[config.mk]
export PLATFORM = sky130hd
export DESIGN_NAME = dpcr_top
export DESIGN_NICKNAME = d
export VERILOG_FILES = /design/src/common/dpcr_pkg.sv /design/src/common/dpcr_pins_if.sv /design/src/dpcr_top.sv /design/src/dpcr_pin_sync.sv
export SDC_FILE = /design/constraint.sdc
export NUM_CORES = 1
export LEC_CHECK = 0
export BUFFER_PORTS_ARGS = -buffer_cell sky130_fd_sc_hd__buf_2
export CAP_MARGIN = 20
export CORE_MARGIN = 10
export CORE_UTILIZATION = 35
export CTS_CLUSTER_SIZE = 40
export DETAILED_ROUTE_END_ITERATION = 10
export PLACE_DENSITY = 0.63
export SYNTH_ARGS = -nofsm -noshare
export SYNTH_HDL_FRONTEND = slang
export SYNTH_SLANG_ARGS = --single-unit
[constraint.sdc]
create_clock -name clk_i -period 4.2 [get_ports clk_i]
set_clock_uncertainty 0.1 [all_clocks]
set_input_delay 0.84 -clock clk_i [delete_from_list [all_inputs] [get_ports clk_i]]
set_output_delay 0.84 -clock clk_i [all_outputs]
set_load 0.005 [all_outputs]
[src/common/dpcr_pkg.sv]
package dpcr_pkg;

    // frame layout of the 3-wire serial port
    localparam int ADDR_W      = 7;
    localparam int DATA_W      = 16;
    localparam int CMD_BITS    = 8;
    localparam int NUM_REGS    = 8;
    localparam int IDX_W       = 3;
    localparam int SYNC_STAGES = 3;
    localparam int BAND_W      = 7;
    localparam int RB_W        = 6;
    localparam logic [4:0] CMD_LAST  = 5'h07;
    localparam logic [4:0] DATA_LAST = 5'h0f;

    // register offsets
    localparam logic [ADDR_W-1:0] ADDR_BASEBAND = 7'h34;
    localparam logic [ADDR_W-1:0] ADDR_PHASE    = 7'h40;
    localparam logic [ADDR_W-1:0] ADDR_DITHER   = 7'h42;
    localparam logic [ADDR_W-1:0] ADDR_SEED     = 7'h43;
    localparam logic [ADDR_W-1:0] ADDR_CALDIV   = 7'h44;
    localparam logic [ADDR_W-1:0] ADDR_BANDCTL  = 7'h45;
    localparam logic [ADDR_W-1:0] ADDR_BANDRB   = 7'h46;
    localparam logic [ADDR_W-1:0] ADDR_INTSET   = 7'h49;

    // storage indices
    localparam logic [IDX_W-1:0] IDX_BASEBAND = 3'h0;
    localparam logic [IDX_W-1:0] IDX_PHASE    = 3'h1;
    localparam logic [IDX_W-1:0] IDX_DITHER   = 3'h2;
    localparam logic [IDX_W-1:0] IDX_SEED     = 3'h3;
    localparam logic [IDX_W-1:0] IDX_CALDIV   = 3'h4;
    localparam logic [IDX_W-1:0] IDX_BANDCTL  = 3'h5;
    localparam logic [IDX_W-1:0] IDX_BANDRB   = 3'h6;
    localparam logic [IDX_W-1:0] IDX_INTSET   = 3'h7;

    // writable bits per index, index 7 first; read-only readback has none
    localparam logic [NUM_REGS-1:0][DATA_W-1:0] REG_MASK = {
        16'h3fff, 16'h0000, 16'h00ff, 16'h0001,
        16'hffff, 16'h000f, 16'h007f, 16'h0f00};
    localparam logic [NUM_REGS-1:0][DATA_W-1:0] REG_RESET = {
        16'h16bd, 16'h0000, 16'h0000, 16'h0000,
        16'h0001, 16'h000e, 16'h0010, 16'h0b00};

    // field positions
    localparam int BASEBAND_CURRENT_SEL_LSB  = 10;
    localparam int BW_MODE_LSB  = 8;
    localparam int ABL_LSB      = 5;
    localparam int PUMP_LSB     = 2;
    localparam int EDGE_LSB     = 0;
    localparam int DITH_ON_BIT  = 3;
    localparam int DITHER_MAGNITUDE_LSB = 1;
    localparam int DITH_LOW_BIT = 0;
    localparam int AUTOCAL_BIT  = 0;
    localparam int BAND_SRC_BIT = 7;
    localparam int BAND_LSB     = 0;
    localparam int SET1_LSB     = 9;
    localparam int SET0_LSB     = 0;

    // pump mode codes
    localparam logic [2:0] PUMP_BOTH = 3'h0;
    localparam logic [2:0] PUMP_DOWN = 3'h1;
    localparam logic [2:0] PUMP_UP   = 3'h2;
    localparam logic [2:0] PUMP_TRI  = 3'h3;
    localparam logic [2:0] PUMP_PFD  = 3'h4;

    typedef enum logic [1:0] {
        ST_IDLE,
        ST_CMD,
        ST_DATA,
        ST_DONE
    } dpcr_state_t;

endpackage

[src/common/dpcr_pins_if.sv]
`timescale 1ns/1ps
// cleaned serial-port events handed from the pin front end to the bank
interface dpcr_pins_if;
    logic sclk_rise;
    logic sclk_fall;
    logic cs_active;
    logic sdi;

    modport producer (
        output sclk_rise,
        output sclk_fall,
        output cs_active,
        output sdi
    );
    modport consumer (
        input sclk_rise,
        input sclk_fall,
        input cs_active,
        input sdi
    );
endinterface

[src/dpcr_top.sv]
`timescale 1ns/1ps
module dpcr_top (
    input  wire logic                        clk_i,
    input  wire logic                        rst_n_i,
    input  wire logic                        sclk_i,
    input  wire logic                        cs_n_i,
    input  wire logic                        sdio_i,
    output logic                             sdio_o,
    output logic                             sdio_oe_o,
    input  wire logic [dpcr_pkg::BAND_W-1:0] cal_band_i,
    output logic [1:0]                       baseband_current_sel_o,
    output logic [1:0]                       gain_bandwidth_mode_o,
    output logic                             high_gain_o,
    output logic                             high_bandwidth_o,
    output logic [1:0]                       antibacklash_delay_o,
    output logic [2:0]                       pump_mode_o,
    output logic                             pump_up_en_o,
    output logic                             pump_down_en_o,
    output logic                             pump_tristate_o,
    output logic                             pump_normal_o,
    output logic [1:0]                       detector_edge_sel_o,
    output logic                             div_rising_o,
    output logic                             ref_rising_o,
    output logic                             dither_on_o,
    output logic [1:0]                       dither_magnitude_o,
    output logic                             dither_low_bit_o,
    output logic [15:0]                      dither_seed_value_o,
    output logic                             autocal_inhibit_o,
    output logic                             band_source_sel_o,
    output logic [dpcr_pkg::BAND_W-1:0]      band_field_o,
    output logic [dpcr_pkg::BAND_W-1:0]      band_readback_value_o,
    output logic [4:0]                       internal_set1_o,
    output logic [8:0]                       internal_set0_o
);

    localparam int DW = dpcr_pkg::DATA_W;

    dpcr_pins_if pins ();

    dpcr_pin_sync u_sync (
        .clk_i   (clk_i),
        .rst_n_i (rst_n_i),
        .sclk_i  (sclk_i),
        .cs_n_i  (cs_n_i),
        .sdio_i  (sdio_i),
        .pins    (pins)
    );

    // address decode, shared by the write and the read path
    function automatic logic [dpcr_pkg::IDX_W:0] decode(
        input logic [dpcr_pkg::ADDR_W-1:0] addr
    );
        logic [dpcr_pkg::IDX_W:0] r;
        r = '0;
        unique case (addr)
            dpcr_pkg::ADDR_BASEBAND: r = {1'b1, dpcr_pkg::IDX_BASEBAND};
            dpcr_pkg::ADDR_PHASE:    r = {1'b1, dpcr_pkg::IDX_PHASE};
            dpcr_pkg::ADDR_DITHER:   r = {1'b1, dpcr_pkg::IDX_DITHER};
            dpcr_pkg::ADDR_SEED:     r = {1'b1, dpcr_pkg::IDX_SEED};
            dpcr_pkg::ADDR_CALDIV:   r = {1'b1, dpcr_pkg::IDX_CALDIV};
            dpcr_pkg::ADDR_BANDCTL:  r = {1'b1, dpcr_pkg::IDX_BANDCTL};
            dpcr_pkg::ADDR_BANDRB:   r = {1'b1, dpcr_pkg::IDX_BANDRB};
            dpcr_pkg::ADDR_INTSET:   r = {1'b1, dpcr_pkg::IDX_INTSET};
            default:                 r = '0;
        endcase
        return r;
    endfunction

    dpcr_pkg::dpcr_state_t state_reg;
    logic [4:0]                    bit_cnt_reg;
    logic [DW-1:0]                 shift_in_reg;
    logic                          cmd_read_reg;
    logic [dpcr_pkg::IDX_W:0]      cmd_sel_reg;
    logic [DW-1:0]                 rd_shift_reg;
    logic [DW-1:0]                 regs_reg [dpcr_pkg::NUM_REGS];
    logic [dpcr_pkg::RB_W-1:0]     band_rb_reg;
    logic [dpcr_pkg::BAND_W-1:0]   band_next;
    logic [DW-1:0]                 wr_word;
    logic [dpcr_pkg::ADDR_W-1:0]   cmd_addr;
    logic [dpcr_pkg::IDX_W:0]      cmd_sel;
    logic                          cmd_is_read;
    logic                          cmd_end;
    logic                          data_end;
    logic                          wr_en;
    logic [DW-1:0]                 rd_word;

    // command byte completes on the eighth rising clock: read flag, then address
    assign cmd_is_read = shift_in_reg[6];
    assign cmd_addr    = {shift_in_reg[5:0], pins.sdi};
    assign cmd_sel     = decode(cmd_addr);
    assign cmd_end     = (state_reg == dpcr_pkg::ST_CMD) && pins.sclk_rise &&
                         (bit_cnt_reg == dpcr_pkg::CMD_LAST);
    assign data_end    = (state_reg == dpcr_pkg::ST_DATA) && pins.sclk_rise &&
                         (bit_cnt_reg == dpcr_pkg::DATA_LAST);
    assign wr_word     = {shift_in_reg[DW-2:0], pins.sdi};
    // a write to an unmapped address is dropped without any trace
    assign wr_en       = data_end && !cmd_read_reg && cmd_sel_reg[dpcr_pkg::IDX_W];

    // frame sequencer; chip select going away ends a frame anywhere
    always_ff @(posedge clk_i) begin
        if (!rst_n_i) begin
            state_reg   <= dpcr_pkg::ST_IDLE;
            bit_cnt_reg <= 5'h00;
        end else if (!pins.cs_active) begin
            state_reg   <= dpcr_pkg::ST_IDLE;
            bit_cnt_reg <= 5'h00;
        end else begin
            unique case (state_reg)
                dpcr_pkg::ST_IDLE: begin
                    // a clock of margin after select, before bits count
                    state_reg   <= dpcr_pkg::ST_CMD;
                    bit_cnt_reg <= 5'h00;
                end
                dpcr_pkg::ST_CMD: begin
                    if (cmd_end) begin
                        state_reg   <= dpcr_pkg::ST_DATA;
                        bit_cnt_reg <= 5'h00;
                    end else if (pins.sclk_rise) begin
                        bit_cnt_reg <= bit_cnt_reg + 5'h01;
                    end
                end
                dpcr_pkg::ST_DATA: begin
                    if (data_end) begin
                        state_reg <= dpcr_pkg::ST_DONE;
                    end else if (pins.sclk_rise) begin
                        bit_cnt_reg <= bit_cnt_reg + 5'h01;
                    end
                end
                dpcr_pkg::ST_DONE: begin
                    // clocks beyond the frame are ignored until deselect
                    state_reg <= dpcr_pkg::ST_DONE;
                end
            endcase
        end
    end

    // input shifter, msb first on rising clock
    always_ff @(posedge clk_i) begin
        if (!rst_n_i) begin
            shift_in_reg <= '0;
        end else if (!pins.cs_active) begin
            shift_in_reg <= '0;
        end else if (pins.sclk_rise && (state_reg == dpcr_pkg::ST_CMD ||
                                        state_reg == dpcr_pkg::ST_DATA)) begin
            shift_in_reg <= wr_word;
        end
    end

    // command latch
    always_ff @(posedge clk_i) begin
        if (!rst_n_i) begin
            cmd_read_reg <= 1'b0;
            cmd_sel_reg  <= '0;
        end else if (cmd_end) begin
            cmd_read_reg <= cmd_is_read;
            cmd_sel_reg  <= cmd_sel;
        end
    end

    // read word picked while the command byte closes
    // unmapped offsets fall through to zero, so a stray read shows a quiet line
    always_comb begin
        rd_word = '0;
        if (cmd_sel[dpcr_pkg::IDX_W]) begin
            if (cmd_sel[dpcr_pkg::IDX_W-1:0] == dpcr_pkg::IDX_BANDRB) begin
                rd_word = {{(DW-dpcr_pkg::RB_W){1'b0}}, band_rb_reg};
            end else begin
                rd_word = regs_reg[cmd_sel[dpcr_pkg::IDX_W-1:0]];
            end
        end
    end

    // read data leaves on falling clocks so the host can sample on rising ones
    // the line is let go after the last bit, before the host may drive again
    always_ff @(posedge clk_i) begin
        if (!rst_n_i) begin
            rd_shift_reg <= '0;
            sdio_o       <= 1'b0;
            sdio_oe_o    <= 1'b0;
        end else if (!pins.cs_active || state_reg == dpcr_pkg::ST_DONE &&
                     pins.sclk_fall) begin
            rd_shift_reg <= '0;
            sdio_o       <= 1'b0;
            sdio_oe_o    <= 1'b0;
        end else if (cmd_end && cmd_is_read) begin
            rd_shift_reg <= rd_word;
        end else if (pins.sclk_fall && state_reg == dpcr_pkg::ST_DATA &&
                     cmd_read_reg) begin
            sdio_o       <= rd_shift_reg[DW-1];
            sdio_oe_o    <= 1'b1;
            rd_shift_reg <= {rd_shift_reg[DW-2:0], 1'b0};
        end
    end

    // storage: only the documented bits keep what is written
    genvar g;
    generate
        for (g = 0; g < dpcr_pkg::NUM_REGS; g++) begin : g_reg
            // slot number at the index width, matched against the latched decode
            localparam logic [dpcr_pkg::IDX_W-1:0] SLOT = (dpcr_pkg::IDX_W)'(g);
            always_ff @(posedge clk_i) begin
                if (!rst_n_i) begin
                    regs_reg[g] <= dpcr_pkg::REG_RESET[g];
                end else if (wr_en &&
                             cmd_sel_reg[dpcr_pkg::IDX_W-1:0] == SLOT) begin
                    regs_reg[g] <= wr_word & dpcr_pkg::REG_MASK[g];
                end
            end
        end
    endgenerate

    // internal settings are stored as written; sequencing them is the host's job
    assign internal_set1_o = regs_reg[dpcr_pkg::IDX_INTSET][dpcr_pkg::SET1_LSB +: 5];
    assign internal_set0_o = regs_reg[dpcr_pkg::IDX_INTSET][dpcr_pkg::SET0_LSB +: 9];

    // raw fields drive the analog side straight from storage
    assign baseband_current_sel_o =
        regs_reg[dpcr_pkg::IDX_BASEBAND][dpcr_pkg::BASEBAND_CURRENT_SEL_LSB +: 2];
    assign gain_bandwidth_mode_o =
        regs_reg[dpcr_pkg::IDX_BASEBAND][dpcr_pkg::BW_MODE_LSB +: 2];
    assign antibacklash_delay_o = regs_reg[dpcr_pkg::IDX_PHASE][dpcr_pkg::ABL_LSB +: 2];
    assign pump_mode_o          = regs_reg[dpcr_pkg::IDX_PHASE][dpcr_pkg::PUMP_LSB +: 3];
    assign detector_edge_sel_o  = regs_reg[dpcr_pkg::IDX_PHASE][dpcr_pkg::EDGE_LSB +: 2];
    assign dither_on_o          = regs_reg[dpcr_pkg::IDX_DITHER][dpcr_pkg::DITH_ON_BIT];
    assign dither_magnitude_o   =
        regs_reg[dpcr_pkg::IDX_DITHER][dpcr_pkg::DITHER_MAGNITUDE_LSB +: 2];
    assign dither_low_bit_o     = regs_reg[dpcr_pkg::IDX_DITHER][dpcr_pkg::DITH_LOW_BIT];
    assign dither_seed_value_o  = regs_reg[dpcr_pkg::IDX_SEED];
    assign autocal_inhibit_o    =
        regs_reg[dpcr_pkg::IDX_CALDIV][dpcr_pkg::AUTOCAL_BIT];
    assign band_source_sel_o    = regs_reg[dpcr_pkg::IDX_BANDCTL][dpcr_pkg::BAND_SRC_BIT];
    assign band_field_o         =
        regs_reg[dpcr_pkg::IDX_BANDCTL][dpcr_pkg::BAND_LSB +: dpcr_pkg::BAND_W];

    // decoded gain and bandwidth: high bit picks low gain, low bit low bandwidth
    // registered so the analog side sees one clean change per write
    always_ff @(posedge clk_i) begin
        if (!rst_n_i) begin
            high_gain_o      <= 1'b0;
            high_bandwidth_o <= 1'b0;
        end else begin
            high_gain_o      <= ~gain_bandwidth_mode_o[1];
            high_bandwidth_o <= ~gain_bandwidth_mode_o[0];
        end
    end

    // pump forcing; undefined codes fall back to normal detector action,
    // which is the least disruptive state for a loop that may be locked
    always_ff @(posedge clk_i) begin
        if (!rst_n_i) begin
            pump_up_en_o    <= 1'b0;
            pump_down_en_o  <= 1'b0;
            pump_tristate_o <= 1'b0;
            pump_normal_o   <= 1'b1;
        end else begin
            pump_up_en_o    <= (pump_mode_o == dpcr_pkg::PUMP_BOTH) ||
                               (pump_mode_o == dpcr_pkg::PUMP_UP);
            pump_down_en_o  <= (pump_mode_o == dpcr_pkg::PUMP_BOTH) ||
                               (pump_mode_o == dpcr_pkg::PUMP_DOWN);
            pump_tristate_o <= (pump_mode_o == dpcr_pkg::PUMP_TRI);
            pump_normal_o   <= (pump_mode_o >= dpcr_pkg::PUMP_PFD);
        end
    end

    // edge choice: bit one for the divider, bit zero for the reference
    // follows the stored code one clock late, like the pump decode
    always_ff @(posedge clk_i) begin
        if (!rst_n_i) begin
            div_rising_o <= 1'b0;
            ref_rising_o <= 1'b0;
        end else begin
            div_rising_o <= detector_edge_sel_o[1];
            ref_rising_o <= detector_edge_sel_o[0];
        end
    end

    // band mux: serial field when the source bit is clear, calibration otherwise
    // the calibration engine shares this clock, so its band needs no synchroniser
    assign band_next = band_source_sel_o ? cal_band_i : band_field_o;

    // registered mux and a readback copy of its low six bits, one cycle behind the inputs
    always_ff @(posedge clk_i) begin
        if (!rst_n_i) begin
            band_readback_value_o  <= '0;
            band_rb_reg <= '0;
        end else begin
            band_readback_value_o  <= band_next;
            band_rb_reg <= band_next[dpcr_pkg::RB_W-1:0];
        end
    end

endmodule // dpcr_top

[src/dpcr_pin_sync.sv]
`timescale 1ns/1ps
module dpcr_pin_sync (
    input  wire logic clk_i,
    input  wire logic rst_n_i,
    input  wire logic sclk_i,
    input  wire logic cs_n_i,
    input  wire logic sdio_i,
    dpcr_pins_if.producer pins
);
    localparam int NP = 3;

    logic [NP-1:0] raw;
    logic [NP-1:0] filt_reg;
    logic          sclk_prev_reg;

    assign raw = {sdio_i, cs_n_i, sclk_i};

    // three stages per pin; the level moves only when stages two and three agree
    genvar g;
    generate
        for (g = 0; g < NP; g++) begin : g_pin
            logic [dpcr_pkg::SYNC_STAGES-1:0] sync_reg;
            always_ff @(posedge clk_i) begin
                if (!rst_n_i) begin
                    sync_reg <= (g == 1) ? '1 : '0; // select idles high: no false frame
                end else begin
                    sync_reg <= {sync_reg[dpcr_pkg::SYNC_STAGES-2:0], raw[g]};
                end
            end
            // stage one feeds stage two only; the filter looks at two and three
            always_ff @(posedge clk_i) begin
                if (!rst_n_i) begin
                    filt_reg[g] <= (g == 1) ? 1'b1 : 1'b0;
                end else if (sync_reg[1] == sync_reg[2]) begin
                    filt_reg[g] <= sync_reg[2];
                end
            end
        end
    endgenerate

    // clock edges taken from the filtered level
    always_ff @(posedge clk_i) begin
        if (!rst_n_i) begin
            sclk_prev_reg <= 1'b0;
        end else begin
            sclk_prev_reg <= filt_reg[0];
        end
    end

    assign pins.sclk_rise = filt_reg[0] & ~sclk_prev_reg;
    assign pins.sclk_fall = ~filt_reg[0] & sclk_prev_reg;
    assign pins.cs_active = ~filt_reg[1];
    assign pins.sdi       = filt_reg[2];

endmodule // dpcr_pin_sync

==> summary.txt <==
Detailed routing
  – Post-Route WL: 16.0 mm
  – Number of optimization iterations in the first detailed-route pass: 5
  – Average wire per cell in the routed design: 18.5 um
  – Number of design-rule violations left by the first detailed-router iteration: 359
  – Post-detailed-route DRC marker count: 0
  – Total via count in the routed design: 4420
  – Average via count per standard cell: 5.13
  – Antenna viol nets, final: 0

Cells and area
  – Nets: 653
  – Synth-to-Final Area Change: 20.3%
  – Reg area: 0.00308 mm^2
  – Diodes inserted: 0
  – Flip-flop count of the largest register after layout: 54
  – Number of cells in the finished layout apart from fillers: 862
  – Combined area of the multi-input logic cells: 0.00243 mm^2
  – Fill count: 1521
  – Core utilization of the finished layout: 0.430
  – Share of post-route cells with drive strength above 1: 0.204

Pwr
  – Power per unit of standard cell area: 421 mW/mm^2
  – Maximum ir drop on the vdd rail: 0.292 mV
  – Leakage component of the power: 0.00245 uW

Min path
  – Startpoint of the lowest-slack hold path: u_sync.g_pin[1].sync_reg[0]$_SDFF_PN1_
  – Hold worst-path end: u_sync.g_pin[1].sync_reg[1]$_SDFF_PN1_
  – Hold Crit Class: reg2reg
  – Hold path depth: 1

Global routing
  – Maximum number of pins on one net before global-route repair: 41
  – Number of antenna violations at the first check in global routing: 0
  – Combined global-route utilization of all metal layers: 0.147
  – Vias in the first global route: 4282
  – Global-route wire length before repair: 24.7 mm
  – Global route total overflow: 0

Status
  – Result of the run: completed

Timing
  – Sum of negative setup slack: 0 ps
  – Number of max-slew violations in the final report: 0
  – Worst hold slack: 310 ps
  – Final clock period utilization by the worst path: 0.707
  – Count of final setup violators: 0
  – Worst-case headroom to the max-slew limit: 0.397
  – Final hold vios: 0
  – Clock period minus worst slack: 2970 ps
  – Fmax: 337 MHz
  – RSZ-0062 raised after global routing: false
  – Transition time at the pin with the least slew margin: 899 ps

Logic synthesis
  – Mapped Nets: 579
  – Most frequently used flop master after synthesis: sky130_fd_sc_hd__dfxtp_1
  – Count of synthesis-stage warnings from yosys: 0
  – Most numerous cell in the Yosys netlist: sky130_fd_sc_hd__nand2_1
  – Leading post-synthesis cells by cell area: sky130_fd_sc_hd__edfxtp_1 28%, sky130_fd_sc_hd__dfxtp_1 26%, sky130_fd_sc_hd__nand2_1 5.5%, sky130_fd_sc_hd__and2_1 4.7%, sky130_fd_sc_hd__mux2i_1 3.7%
  – Number of synthesized flops with an enable pin: 54
  – Yosys cell types: 63
  – Most numerous cell types in the synthesized netlist: 83 x sky130_fd_sc_hd__nand2_1, 73 x sky130_fd_sc_hd__dfxtp_1, 54 x sky130_fd_sc_hd__edfxtp_1, 43 x sky130_fd_sc_hd__and2_1, 37 x sky130_fd_sc_hd__nor2_1
  – Number of register bits inferred by synthesis: 127
  – Cell type with the largest total area after synthesis: sky130_fd_sc_hd__edfxtp_1
  – Mapped Avg Cell Area: 10.2 um^2
  – Share of synthesized flip-flops with an asynchronous set or reset: 0
  – Area of the mapped netlist: 0.00570 mm^2
  – Post-Synthesis Cells: 559
  – Sequential area share after synthesis: 0.541
  – Proportion of netlist area held by the largest area contributor: 0.285

Die
  – Number of placed I/O pins: 83
  – Die area: 0.0218 mm^2
  – Die Span X: 148 um
  – Core area: 0.0159 mm^2
  – Initial cell density of the core: 0.357
  – Chip Height: 148 um
  – Std cell rows: 46

CTS
  – Clock Tree Root: sky130_fd_sc_hd__clkbuf_16
  – CTS Hold Buffers Added: 0
  – TritonCTS clock tree: yes
  – Total CTS buffers: 17
  – Register clock-pin slew on the reported worst setup and hold paths: 60 ps
  – Number of buffers inserted to repair setup after CTS: 0
  – Worst-case clock buffer depth: 2
  – H-tree levels: 4
  – Post-cts repair resize count: 0
  – Clock Latency Late Sink: 420 ps
  – Number of clock sinks: 127

Worst setup path
  – Critical path class: reg2reg
  – Endpoint of the most critical register-to-register path: rd_shift_reg[4]$_SDFFE_PP0P_
  – Setup slack of the most critical reg-to-reg path: 1230 ps
  – Crit path arrival time: 3190 ps
  – Logic depth of the worst register-to-register path: 6
  – Required time of the critical path: 4420 ps
  – Launching element type of the critical path: register
  – Critical-path maximum fanout: 21
  – Critical R2R Launch: shift_in_reg[2]$_SDFFE_PP0P_
  – Type of destination of the critical path: register

Placement
  – Final Wtd Congestion: 0.854
  – HPWL Detailed: 11.8 mm
  – Input/output buffers: 82
  – Post-Place Cells: 828

Flow run
  – Max-cap viol count: 0
## stage by stage
| stage | area [um^2] | total power (uW) | setup WS [ps] |
|---|---|---|---|
| floorplan | 5700 | 1390 | 1150 |
| CTS | 6840 | 2900 | 1240 |
| detailed placement | 6250 | 1440 | 1070 |
| global placement | 6250 | 1440 | 1140 |
| finish | 6850 | 2890 | 1230 |
| global route | 6850 | 2970 | 1080 |
## cell usage in the layout (no fill, tap or decap), types with 6 or more instances in the layout
master	count
sky130_fd_sc_hd__mux2i_1	21
sky130_fd_sc_hd__or3_1	13
sky130_fd_sc_hd__nand3_1	6
sky130_fd_sc_hd__a21oi_1	35
sky130_fd_sc_hd__edfxtp_1	54
sky130_fd_sc_hd__clkbuf_16	17
sky130_fd_sc_hd__nor3_1	10
sky130_fd_sc_hd__nor2_1	37
sky130_fd_sc_hd__ha_1	8
sky130_fd_sc_hd__nand2_1	83
sky130_fd_sc_hd__nand2b_1	11
sky130_fd_sc_hd__buf_2	84
sky130_fd_sc_hd__dfxtp_1	73
sky130_fd_sc_hd__o21ai_0	14
sky130_fd_sc_hd__nor2b_1	13
sky130_fd_sc_hd__inv_1	7
sky130_fd_sc_hd__and2_1	43
## power breakdown
part / internal (uW) / total, uW / switching, uW
logic: 36.0 / 77.2 / 41.2
clock network: 936 / 1470 / 537
registers: 1310 / 1340 / 22.9
## logic make-up after synthesis
| family | count (synthesis) | share of synthesized area |
|---|---|---|
| buf+inv | 41 | 0.0329 |
| compound gates | 110 | 0.133 |
| flops | 127 | 0.541 |
| xor+xnor | 4 | 0.00615 |
| fa+ha+maj | 8 | 0.0176 |
| simple gates | 244 | 0.224 |
| mux | 25 | 0.0448 |
## metal layers
metal  share of wire  GRT usage  vias to the layer above
li1                -          -                     2131
met1            0.41      0.173                     2108
met2            0.50      0.247                      160
met3           0.080     0.0452                       21
met4           0.014     0.0525                        0
met5               0          0                        -
## cell type report
class | instances | area share
clock buffers | 19 | 0.0646
clock inverters | 13 | 0.0212
inverters | 7 | 0.00383
multi-input cells | 391 | 0.354
flip-flops and latches | 127 | 0.450
well taps | 216 | 0.0394
repair buffers | 89 | 0.0668
## worst max-delay path: stages, from the launching register on
cell	delay (ps)
sky130_fd_sc_hd__dfxtp_1	810
sky130_fd_sc_hd__nand4bb_1	510
sky130_fd_sc_hd__a21boi_1	300
sky130_fd_sc_hd__nor2_2	310
sky130_fd_sc_hd__mux2_2	410
sky130_fd_sc_hd__o211a_1	220
sky130_fd_sc_hd__o221a_1	200
## how the worst max path moves through the flow
stage          slack, ps                         start                       endpoint
6_report            1230  shift_in_reg[2]$_SDFFE_PP0P_   rd_shift_reg[4]$_SDFFE_PP0P_
5_1_grt             1080   bit_cnt_reg[0]$_SDFFE_PP0P_  regs_reg[3][12]$_SDFFCE_PN0P_
4_1_cts             1240   bit_cnt_reg[0]$_SDFFE_PP0P_   regs_reg[5][7]$_SDFFCE_PN0P_
3_5_place_dp        1070                       rst_n_i   rd_shift_reg[2]$_SDFFE_PP0P_
3_3_place_gp        1140                       rst_n_i   rd_shift_reg[2]$_SDFFE_PP0P_
2_1_floorplan       1150   bit_cnt_reg[0]$_SDFFE_PP0P_   regs_reg[3][0]$_SDFFCE_PN1P_
(Power assumes the default switching activity.)
